<file path="src/rtl/txcrb_pkg.sv">
package txcrb_pkg;

  // ----------------------------------------------------------------
  // Serial word layout
  // ----------------------------------------------------------------
  localparam int WORD_BITS = 24;
  localparam int DATA_BITS = 20;
  localparam int ADDR_BITS = 4;

  typedef logic [ADDR_BITS-1:0] txcrb_addr_t;

  // ----------------------------------------------------------------
  // Register addresses, widths and power-up values
  // ----------------------------------------------------------------
  localparam txcrb_addr_t ADDR_MAIN_DIV = 4'h2;
  localparam txcrb_addr_t ADDR_REF_DIV = 4'h3;
  localparam txcrb_addr_t ADDR_OP_CTRL = 4'h4;
  localparam txcrb_addr_t ADDR_SETUP = 4'h5;
  localparam txcrb_addr_t ADDR_TEST = 4'h7;

  localparam int MAIN_W = 14;
  localparam int REF_W = 11;
  localparam int CTRL_W = 16;
  localparam int TEST_W = 8;

  // 6519 and 492 decimal
  localparam logic [MAIN_W-1:0] MAIN_DIV_RESET = 14'h1977;
  localparam logic [REF_W-1:0] REF_DIV_RESET = 11'h1EC;
  localparam logic [CTRL_W-1:0] OP_CTRL_RESET = 16'h892F;
  localparam logic [CTRL_W-1:0] SETUP_RESET = 16'hD03F;
  localparam logic [TEST_W-1:0] TEST_RESET = 8'h00;

  // ----------------------------------------------------------------
  // Field positions: operation_control
  // ----------------------------------------------------------------
  localparam int OP_LO_PORT = 15;
  localparam int OP_FAST_PUMP = 13;
  localparam int OP_MODE_HI = 12;
  localparam int OP_MODE_LO = 11;
  localparam int OP_GAIN_HI = 8;
  localparam int OP_GAIN_LO = 6;
  localparam int OP_SIDEBAND = 5;
  localparam int OP_BUF_EN = 4;
  localparam int OP_MODULATION_CHOICE = 3;
  localparam int OP_STANDBY_N = 2;
  localparam int OP_TX_STANDBY_N = 1;
  localparam int OP_SOFT_POWER_OFF_PIN_N = 0;

  // ----------------------------------------------------------------
  // Field positions: setup_control
  // ----------------------------------------------------------------
  localparam int CFG_PLL_OFF_N = 15;
  localparam int CFG_BB_LEVEL = 12;
  localparam int CFG_LO_DIV2 = 11;
  localparam int CFG_EXT_OSC = 10;
  localparam int CFG_CP_HI = 9;
  localparam int CFG_CP_LO = 8;
  localparam int CFG_DET_POL = 5;
  localparam int CFG_LOCK_SEL = 0;

  // Band mode codes
  localparam logic [1:0] BAND_FM = 2'h0;
  localparam logic [1:0] BAND_CELL = 2'h1;
  localparam logic [1:0] BAND_PCS = 2'h3;

  typedef enum logic [1:0] {S_IDLE, S_SHIFT, S_LATCH} txcrb_state_t;

  // Raw serial pins from the host
  typedef struct packed {
    logic sclk;
    logic cs_n;
    logic data;
  } txcrb_serial_t;

  // Decoded controls for the analog sections
  typedef struct packed {
    logic lo_low_band_input;
    logic lo_high_band_input;
    logic charge_pump_boost;
    logic fm_mode;
    logic low_band_driver;
    logic high_band_driver;
    logic [2:0] if_gain_trim;
    logic upper_sideband;
    logic if_lo_buffer_en;
    logic quadrature_mod;
    logic modulator_en;
    logic if_vco_en;
    logic if_pll_en;
    logic baseband_level;
    logic lo_div2;
    logic external_osc_select;
    logic [1:0] charge_pump_current;
    logic detector_polarity;
    logic bias_en;
  } txcrb_ctrl_t;

endpackage
</file>
<file path="src/rtl/txcrb_bank.sv">
`timescale 1ns/1ns
`default_nettype none

module txcrb_bank #(
  parameter int SYNC_DEPTH = 2
) (
  input wire logic clk,
  input wire logic resetn,
  input wire txcrb_pkg::txcrb_serial_t serial_pins,
  input wire logic power_off_pin_n,
  input wire logic transmit_gate_pin,
  input wire logic pll_lock_raw,
  output var txcrb_pkg::txcrb_ctrl_t ctrl,
  output logic [txcrb_pkg::MAIN_W-1:0] if_main_divider,
  output logic [txcrb_pkg::REF_W-1:0] if_reference_divider,
  output logic [txcrb_pkg::TEST_W-1:0] test_control,
  output logic lock_pin
);

  // One stage would let metastable levels reach the edge finders
  if (SYNC_DEPTH < 2) begin
    $error("SYNC_DEPTH must be at least 2");
  end


  // ----------------------------------------------------------------
  // Pin synchronisers
  // ----------------------------------------------------------------
  // Six asynchronous pins: sclk, cs_n, data, power-off, gate, lock
  localparam int NPINS = 6;
  logic [NPINS-1:0] pins_raw;
  logic [NPINS-1:0] sync_q [SYNC_DEPTH];
  logic [NPINS-1:0] pins_s;

  assign pins_raw = {pll_lock_raw, transmit_gate_pin, power_off_pin_n,
                     serial_pins.data, serial_pins.cs_n, serial_pins.sclk};

  always_ff @(posedge clk or negedge resetn) begin
    if (!resetn) begin
      for (int i = 0; i < SYNC_DEPTH; i++) begin
        sync_q[i] <= 6'h06;
      end
    end else begin
      sync_q[0] <= pins_raw;
      for (int i = 1; i < SYNC_DEPTH; i++) begin
        sync_q[i] <= sync_q[i-1];
      end
    end
  end

  assign pins_s = sync_q[SYNC_DEPTH-1];

  logic sclk_s;
  logic cs_n_s;
  logic data_s;
  logic pin_on_s;
  logic gate_s;
  logic lock_s;

  assign sclk_s = pins_s[0];
  assign cs_n_s = pins_s[1];
  assign data_s = pins_s[2];
  assign pin_on_s = pins_s[3];
  assign gate_s = pins_s[4];
  assign lock_s = pins_s[5];

  // Previous synchronised levels for edge finding
  logic sclk_prev_q;
  logic cs_prev_q;

  always_ff @(posedge clk or negedge resetn) begin
    if (!resetn) begin
      sclk_prev_q <= 1'b0;
      cs_prev_q <= 1'b1;
    end else begin
      sclk_prev_q <= sclk_s;
      cs_prev_q <= cs_n_s;
    end
  end

  logic sclk_rise;
  logic cs_rise;

  assign sclk_rise = sclk_s & ~sclk_prev_q;
  assign cs_rise = cs_n_s & ~cs_prev_q;

  // ----------------------------------------------------------------
  // Serial shifter and frame sequencer
  // ----------------------------------------------------------------
  txcrb_pkg::txcrb_state_t state_q;
  logic [txcrb_pkg::WORD_BITS-1:0] shift_q;

  // Power-off pin stops the serial bus too, unlike soft shutdown
  always_ff @(posedge clk or negedge resetn) begin
    if (!resetn) begin
      state_q <= txcrb_pkg::S_IDLE;
    end else if (!pin_on_s) begin
      state_q <= txcrb_pkg::S_IDLE;
    end else begin
      case (state_q)
        txcrb_pkg::S_IDLE: begin
          if (!cs_n_s) begin
            state_q <= txcrb_pkg::S_SHIFT;
          end
        end
        txcrb_pkg::S_SHIFT: begin
          if (cs_rise) begin
            state_q <= txcrb_pkg::S_LATCH;
          end
        end
        txcrb_pkg::S_LATCH: begin
          state_q <= txcrb_pkg::S_IDLE;
        end
        default: begin
          state_q <= txcrb_pkg::S_IDLE;
        end
      endcase
    end
  end

  // Last 24 bits seen win; a short frame leaves older bits in front
  always_ff @(posedge clk or negedge resetn) begin
    if (!resetn) begin
      shift_q <= 24'h000000;
    end else if (!pin_on_s) begin
      shift_q <= 24'h000000;
    end else if (!cs_n_s && sclk_rise) begin
      shift_q <= {shift_q[txcrb_pkg::WORD_BITS-2:0], data_s};
    end
  end

  // Address trails the data, so it sits in the low nibble
  txcrb_pkg::txcrb_addr_t wr_addr;
  logic [txcrb_pkg::DATA_BITS-1:0] wr_data;
  logic wr_en;

  assign wr_addr = shift_q[txcrb_pkg::ADDR_BITS-1:0];
  assign wr_data = shift_q[txcrb_pkg::WORD_BITS-1:txcrb_pkg::ADDR_BITS];
  assign wr_en = (state_q == txcrb_pkg::S_LATCH);

  // ----------------------------------------------------------------
  // Register file
  // ----------------------------------------------------------------
  logic [txcrb_pkg::MAIN_W-1:0] main_q;
  logic [txcrb_pkg::REF_W-1:0] ref_q;
  logic [txcrb_pkg::CTRL_W-1:0] op_q;
  logic [txcrb_pkg::CTRL_W-1:0] cfg_q;
  logic [txcrb_pkg::TEST_W-1:0] test_q;
  logic soft_off;
  logic soft_off_wr;

  assign soft_off = ~op_q[txcrb_pkg::OP_SOFT_POWER_OFF_PIN_N];
  assign soft_off_wr = wr_en && (wr_addr == txcrb_pkg::ADDR_OP_CTRL)
                       && !wr_data[txcrb_pkg::OP_SOFT_POWER_OFF_PIN_N];

  // Soft shutdown returns the control word to power-up except bit 0,
  // else the part would wake itself at once
  always_ff @(posedge clk or negedge resetn) begin
    if (!resetn) begin
      op_q <= txcrb_pkg::OP_CTRL_RESET;
    end else if (!pin_on_s) begin
      op_q <= txcrb_pkg::OP_CTRL_RESET;
    end else if (soft_off_wr) begin
      op_q <= txcrb_pkg::OP_CTRL_RESET & 16'hFFFE;
    end else if (wr_en && wr_addr == txcrb_pkg::ADDR_OP_CTRL) begin
      op_q <= wr_data[txcrb_pkg::CTRL_W-1:0];
    end
  end

  // Other registers: reset to power-up values by either shutdown, frozen while soft-off
  always_ff @(posedge clk or negedge resetn) begin
    if (!resetn) begin
      main_q <= txcrb_pkg::MAIN_DIV_RESET;
      ref_q <= txcrb_pkg::REF_DIV_RESET;
      cfg_q <= txcrb_pkg::SETUP_RESET;
      test_q <= txcrb_pkg::TEST_RESET;
    end else if (!pin_on_s || soft_off_wr || soft_off) begin
      main_q <= txcrb_pkg::MAIN_DIV_RESET;
      ref_q <= txcrb_pkg::REF_DIV_RESET;
      cfg_q <= txcrb_pkg::SETUP_RESET;
      test_q <= txcrb_pkg::TEST_RESET;
    end else if (wr_en) begin
      case (wr_addr)
        txcrb_pkg::ADDR_MAIN_DIV: begin
          main_q <= wr_data[txcrb_pkg::MAIN_W-1:0];
        end
        txcrb_pkg::ADDR_REF_DIV: begin
          ref_q <= wr_data[txcrb_pkg::REF_W-1:0];
        end
        txcrb_pkg::ADDR_SETUP: begin
          cfg_q <= wr_data[txcrb_pkg::CTRL_W-1:0];
        end
        txcrb_pkg::ADDR_TEST: begin
          test_q <= wr_data[txcrb_pkg::TEST_W-1:0];
        end
        default: begin
          main_q <= main_q;
        end
      endcase
    end
  end

  // ----------------------------------------------------------------
  // Control decode
  // ----------------------------------------------------------------
  function automatic txcrb_pkg::txcrb_ctrl_t decode(
    input logic [txcrb_pkg::CTRL_W-1:0] op,
    input logic [txcrb_pkg::CTRL_W-1:0] cfg,
    input logic pin_on,
    input logic gate,
    input logic lock
  );
    txcrb_pkg::txcrb_ctrl_t c;
    logic [1:0] band;
    logic alive;
    logic awake;
    logic tx_on;
    c = '0;
    band = op[txcrb_pkg::OP_MODE_HI:txcrb_pkg::OP_MODE_LO];
    alive = pin_on & op[txcrb_pkg::OP_SOFT_POWER_OFF_PIN_N];
    awake = alive & op[txcrb_pkg::OP_STANDBY_N];
    // Gate pin and transmit standby act alike on the modulator
    tx_on = awake & op[txcrb_pkg::OP_TX_STANDBY_N] & gate;
    c.bias_en = alive;
    c.lo_low_band_input = tx_on & op[txcrb_pkg::OP_LO_PORT];
    c.lo_high_band_input = tx_on & ~op[txcrb_pkg::OP_LO_PORT];
    c.fm_mode = (band == txcrb_pkg::BAND_FM);
    c.low_band_driver = tx_on & ((band == txcrb_pkg::BAND_CELL) | (band == txcrb_pkg::BAND_FM));
    c.high_band_driver = tx_on & (band == txcrb_pkg::BAND_PCS);
    c.if_gain_trim = op[txcrb_pkg::OP_GAIN_HI:txcrb_pkg::OP_GAIN_LO];
    c.upper_sideband = op[txcrb_pkg::OP_SIDEBAND];
    c.if_lo_buffer_en = awake & op[txcrb_pkg::OP_BUF_EN];
    c.quadrature_mod = op[txcrb_pkg::OP_MODULATION_CHOICE];
    c.modulator_en = tx_on & op[txcrb_pkg::OP_MODULATION_CHOICE];
    c.if_pll_en = awake & cfg[txcrb_pkg::CFG_PLL_OFF_N];
    c.if_vco_en = awake & ~cfg[txcrb_pkg::CFG_EXT_OSC];
    c.external_osc_select = cfg[txcrb_pkg::CFG_EXT_OSC];
    // Boost runs until lock unless held on by software
    c.charge_pump_boost = c.if_pll_en & (op[txcrb_pkg::OP_FAST_PUMP] | ~lock);
    c.baseband_level = cfg[txcrb_pkg::CFG_BB_LEVEL];
    c.lo_div2 = cfg[txcrb_pkg::CFG_LO_DIV2];
    c.charge_pump_current = cfg[txcrb_pkg::CFG_CP_HI:txcrb_pkg::CFG_CP_LO];
    c.detector_polarity = cfg[txcrb_pkg::CFG_DET_POL];
    return c;
  endfunction

  always_ff @(posedge clk or negedge resetn) begin
    if (!resetn) begin
      ctrl <= '0;
    end else begin
      ctrl <= decode(op_q, cfg_q, pin_on_s, gate_s, lock_s);
    end
  end

  // ----------------------------------------------------------------
  // Register view and lock pin
  // ----------------------------------------------------------------
  always_ff @(posedge clk or negedge resetn) begin
    if (!resetn) begin
      if_main_divider <= txcrb_pkg::MAIN_DIV_RESET;
      if_reference_divider <= txcrb_pkg::REF_DIV_RESET;
      test_control <= txcrb_pkg::TEST_RESET;
    end else begin
      if_main_divider <= main_q;
      if_reference_divider <= ref_q;
      test_control <= test_q;
    end
  end

  // Test mode shows test bit 0; no other test function is modelled
  always_ff @(posedge clk or negedge resetn) begin
    if (!resetn) begin
      lock_pin <= 1'b0;
    end else if (cfg_q[txcrb_pkg::CFG_LOCK_SEL]) begin
      lock_pin <= lock_s & ctrl.if_pll_en;
    end else begin
      lock_pin <= test_q[0];
    end
  end

endmodule

`default_nettype wire

</file>
<file path="config.mk">
export PLATFORM = sky130hd
export DESIGN_NAME = txcrb_bank
export DESIGN_NICKNAME = d
export VERILOG_FILES = /design/src/rtl/txcrb_pkg.sv /design/src/rtl/txcrb_bank.sv
export SDC_FILE = /design/constraint.sdc
export NUM_CORES = 1
export LEC_CHECK = 0
export CAP_MARGIN = 20
export CORE_AREA = 8 8 140 142
export DETAILED_ROUTE_END_ITERATION = 8
export DIE_AREA = 0 0 148 150
export DONT_BUFFER_PORTS = 1
export PLACE_DENSITY_LB_ADDON = 0.15
export SYNTH_ARGS = -nofsm -noshare
export SYNTH_HDL_FRONTEND = slang
export SYNTH_SLANG_ARGS = --single-unit
</file>
<file path="constraint.sdc">
create_clock -name clk -period 2.2 [get_ports clk]
set_input_delay 0.33 -clock clk [delete_from_list [all_inputs] [get_ports clk]]
set_output_delay 0.33 -clock clk [all_outputs]
set_load 0.01 [all_outputs]
</file>
==> results of run 1 <==
[cells in the final DEF (no fill, tap or decap), drive strengths merged, types with 11 or more instances in the layout]
cell type  synthesis  final
o21ai             11     11
dfstp             47     47
buf                8     13
nand3             22     22
a21boi            26     26
nand2            110    110
clkbuf            15     22
a21oi             11     11
nor2              25     25
dfrtp             99     99
[power breakdown]
part / internal (mW) / total (mW) / switching [mW]
combinational: 0.0262 / 0.0696 / 0.0434
sequential: 2.72 / 2.73 / 0.0158
clock: 1.60 / 2.72 / 1.12
total: 4.34 / 5.52 / 1.18
[layout make-up]
type,instances,area (sq um)
clock inverters,10,71.3
well taps,229,287
multi-input cells,251,1290
fillers,1789,11500
flip-flops and latches,146,3710
clock buffers,22,494
repair buffers,19,158
inverters,2,7.51
[layer usage]
metal / wire, microns / share of wire, % / up-vias
li1: - / - / 1424
met1: 5170 / 44 / 1531
met2: 5680 / 49 / 79
met3: 597 / 5.1 / 14
met4: 198 / 1.7 / 0
met5: 0 / 0 / -
[cell families (layout without fill, tap and decap cells)]
family | Yosys count | after routing | synth area share, %
flip-flops | 146 | 146 | 72.4
AND/OR/NAND/NOR | 186 | 186 | 16.1
multiplexers | 7 | 7 | 1.37
AO/OA/AOI/OAI | 58 | 58 | 7.66
buffers and inverters | 25 | 53 | 2.51
[registers in the layout, indices dropped and copies added (netlist names)]
name,cells
op_q,13
if_reference_divider,11
ctrl,22
test_q,8
pins_s,6
sync_q,6
state_q,2
cs_prev_q,1
if_main_divider,14
sclk_prev_q,1
cfg_q,8
lock_pin,1
main_q,14
shift_q,20
test_control,8
ref_q,11
[how the worst max path moves through the flow]
stage	depth (start not counted)	end	slack [ns]	from
6_report	4	test_q[5]	0.15	state_q[0]
5_1_grt	4	test_q[1]	0.06	state_q[0]
4_1_cts	4	main_q[13]	0.13	state_q[0]
3_5_place_dp	4	test_q[1]	0.16	state_q[0]
3_3_place_gp	4	test_q[3]	0.20	state_q[0]
2_1_floorplan	6	test_q[1]	0.42	state_q[0]
[worst max-delay path, cell delays in order (launching register included)]
cell and delay, ns:
dfrtp_1 0.41, or3b_4 0.42, or3_1 0.52, o21ai_4 0.46
nor2_1 0.10
[stage by stage]
| step | total power, mW | instances |
|---|---|---|
| floorplan | 2.82 | 422 |
| global placement | 2.84 | 641 |
| detailed placement | 2.84 | 641 |
| CTS | 5.61 | 679 |
| global route | 5.72 | 679 |
| finish | 5.52 | 679 |
==> metrics.yaml, run 1 <==
grt:
  antenna_found_initial: 0
  grt_pass1_vias: 3130
  grt-ovfl-total: 0
  top_usage_layer: "met2"
  grt_util_met3_pct: 3.66
  grt_pass1_wl_microns: 18600
  grt_max_degree: 147
  met2_usage_pct: 17.2
  grt_usage_pct: 11.2
  grt_use_met1_pct: 14.5
placed_design:
  io_buffers: 0
  dp.final_hpwl_microns: 7220
  placed_area_sq_mm: 0.00539
  dp_slack_ns: 0.157
  place.gp.congestion: 0.752
sta:
  hold_slack_ns: -0.384
  rsz0062_at_grt: "false"
  period_share_pct: 93.2
  setup_slack_ns: 0.149
  setup_viol: 0
  final-hold-violation-count: 146
  worst_pin_slew_ns: 0.721
  finalClockSkew_ns: 0.00934
  period_needed_ns: 2.05
  fmax_mhz: 487
  fin_setup_tns_ns: 0
  slew_violations: 0
  relSlewSlack_pct: 51.8
clock_tree:
  cts_buffers: 17
  cts_resized: 0
  insertion_delay_ns: 0.42
  cts_sinks: 146
  clkSlewWorstSetupHoldPaths_ns: 0.06
  post_cts_buffers: 0
  htree_levels: 4
  clock-root-buffer: "clkbuf_16"
  clockBufferDepth: 2
  cts_hold_buf: 6
  cts_tree: "done"
status:
  status: "finished with violations"
  violations: "negative hold slack"
worst_setup_path:
  cp_max_fo: 16
  reg2reg_to: "test_q[5]"
  reg2regPathDepth: 4
  regToRegSetupSlack_ns: 0.15
  cp.arrival_ns: 2.34
  setup.worst_path.end_class: "flop"
  critPathKind: "flop to flop"
  r2r-start: "state_q[0]"
  required_ns: 2.48
  cp-start-kind: "flop"
die:
  initial_utilization_pct: 29.3
  placementRows: 49
  core_area_sq_mm: 0.0175
  die_w_microns: 148
  num_io_pins: 64
  die_h_microns: 150
  floorplan.die_area_sq_mm: 0.0222
detailed_routing:
  first_pass_iters: 4
  routedWlPerCell_microns: 17.2
  ant_nets: 0
  drtIter0Drc: 186
  via_per_inst: 4.49
  drc: 0
  via_count: 3048
  finalWirelength_microns: 11600
pwr:
  powerDensity_mw_per_mm2: 917
  p_leak_nw: 2.58
  ir_drop_mv: 0.545
finish:
  syn2layout_area_growth_pct: 17.3
  drive_above_1_share_pct: 21.6
  fin_util_pct: 34.3
  final_area_sq_mm: 0.00602
  antenna_cells: 0
  fin_nets: 445
logic_synthesis:
  syn_inst: 422
  ys_ff_latch: 146
  ys_seq_area_share_pct: 72.4
  synth_top_area_share_pct: 48.3
  yosysMostFrequentCell: "nand2_1"
  synthFlopType: "dfrtp_1"
  synth.avg_cell_area_sq_um: 12.2
  synth_nets: 430
  synthArstFlopShare_pct: 100
  yosysWarnings: 0
  syn-cell-area_sq_mm: 0.00513
  yosysTopAreaCell: "dfrtp_1"
  yosys-top-cells-count: "nand2_1 (110), dfrtp_1 (99), dfstp_2 (47)"
  synth_edf_count: 0
  synth.distinct_cells: 31
  ys_top_cells_by_area: "dfrtp_1 (48%), dfstp_2 (24%), nand2_1 (8.0%), a21boi_0 (3.8%), nand3_1 (2.1%)"
hold_path:
  hold_class: "input pin to async pin"
flow_run:
  drv_cap: 0
No activity file was read; power rests on OpenSTA's default activity.
==> run 2: changes to the inputs <==
--- a/config.mk
+++ b/config.mk
@@ -6,9 +6,9 @@
 export NUM_CORES = 1
 export LEC_CHECK = 0
 export CAP_MARGIN = 20
-export CORE_AREA = 8 8 140 142
+export CORE_AREA = 8 8 178 113
 export DETAILED_ROUTE_END_ITERATION = 8
-export DIE_AREA = 0 0 148 150
+export DIE_AREA = 0 0 186 121
 export DONT_BUFFER_PORTS = 1
 export PLACE_DENSITY_LB_ADDON = 0.15
 export SYNTH_ARGS = -nofsm -noshare
==> metrics.yaml, run 2 (same netlist as run 1, synthesis figures left out) <==
worst_setup_path:
  required_ns: 2.48
  regToRegSetupSlack_ns: 0.25
  cp_max_fo: 16
  r2r-start: "state_q[0]"
  critPathKind: "flop to flop"
  cp-start-kind: "flop"
  setup.worst_path.end_class: "flop"
  reg2reg_to: "ref_q[4]"
  reg2regPathDepth: 4
  cp.arrival_ns: 2.23
grt:
  grt_pass1_wl_microns: 19200
  grt_usage_pct: 11.5
  grt_max_degree: 147
  grt_pass1_vias: 3236
  antenna_found_initial: 0
  grt-ovfl-total: 0
clock_tree:
  htree_levels: 4
  post_cts_buffers: 0
  cts_buffers: 17
  cts_tree: "done"
  cts_sinks: 146
  insertion_delay_ns: 0.42
  clockBufferDepth: 2
  clkSlewWorstSetupHoldPaths_ns: 0.06
  cts_resized: 0
  clock-root-buffer: "clkbuf_16"
  cts_hold_buf: 6
detailed_routing:
  drtIter0Drc: 215
  ant_nets: 0
  finalWirelength_microns: 11900
  drc: 0
  routedWlPerCell_microns: 17.2
  via_per_inst: 4.47
  via_count: 3100
  first_pass_iters: 4
pwr:
  powerDensity_mw_per_mm2: 919
  p_total_mw: 5.58
  ir_drop_mv: 0.417
  p_leak_nw: 2.61
finish:
  regMostFlops: "ctrl"
  antenna_cells: 0
  fin_nets: 449
  final_area_sq_mm: 0.00607
  largest_reg_flops: 22
  regArea_sq_mm: 0.00371
  syn2layout_area_growth_pct: 18.4
  top_regs: "ctrl (22), shift_q (20)"
  fin_util_pct: 34.7
  layout_common_cells: "nand2_1 (110), dfrtp_1 (99), dfstp_2 (47), a21boi_0 (26), nor2_1 (25)"
  final_common_cell: "nand2_1"
  drive_above_1_share_pct: 22.0
  multi_input_area_sq_mm: 0.00129
  nFillCells: 1742
  stdcell_count: 694
sta:
  final-hold-violation-count: 146
  hold_slack_ns: -0.399
  fmax_mhz: 512
  slew_violations: 0
  period_needed_ns: 1.95
  setup_viol: 0
  period_share_pct: 88.7
  finalClockSkew_ns: 0.00825
  relSlewSlack_pct: 68.2
  fin_setup_tns_ns: 0
  worst_pin_slew_ns: 0.475
  rsz0062_at_grt: "false"
  setup_slack_ns: 0.248
flow_run:
  drv_cap: 0
status:
  status: "finished with violations"
  violations: "negative hold slack"
placed_design:
  place_inst: 656
  io_buffers: 0
  placed_area_sq_mm: 0.00544
  place.gp.congestion: 0.751
  dp.final_hpwl_microns: 7610
  dp_slack_ns: 0.251
die:
  die_w_microns: 186
  die_h_microns: 121
  placementRows: 38
  initial_utilization_pct: 29.3
  num_io_pins: 64
  core_area_sq_mm: 0.0175
  floorplan.die_area_sq_mm: 0.0225
hold_path:
  hold_class: "input pin to async pin"
[run 2: worst max path at each step]
| stage | endpoint | slack, ns | cells past startpoint | startpoint |
|---|---|---|---|---|
| floorplan | test_q[1] | 0.42 | 6 | state_q[0] |
| CTS | ref_q[4] | 0.25 | 4 | state_q[0] |
| detailed placement | test_q[4] | 0.25 | 4 | state_q[0] |
| global placement | test_q[7] | 0.30 | 4 | state_q[0] |
| global route | ref_q[4] | 0.17 | 4 | state_q[0] |
| finish | ref_q[4] | 0.25 | 4 | state_q[0] |
[run 2: layout make-up]
cell class / count / area share, %
Multi-Input combinational cell: 251 / 21.2
Timing Repair Buffer: 23 / 3.09
Clock inverter: 10 / 1.13
Clock buffer: 22 / 8.35
Tap cell: 240 / 4.95
Inverter: 2 / 0.124
Sequential cell: 146 / 61.1
[run 2: per-layer routing]
layer  vias up  wire length, microns  track usage, %
li1       1439                     -               -
met1      1575                  6310            17.0
met2        68                  4710            14.7
met3        18                   699            3.86
met4         0                   200            4.89
met5         -                     0               0
[run 2: report_power, final]
group          leakage [nW]  switching, mW  internal (mW)
registers              1.82         0.0151           2.72
logic                 0.498         0.0450         0.0292
clock network         0.294           1.13           1.64
total                  2.61           1.19           4.39
[run 2: worst max-delay path, stage by stage (launching register included)]
cell	delay (ns)
dfrtp_1	0.41
or3b_4	0.42
or3_1	0.45
o21ai_4	0.43
a21oi_1	0.10
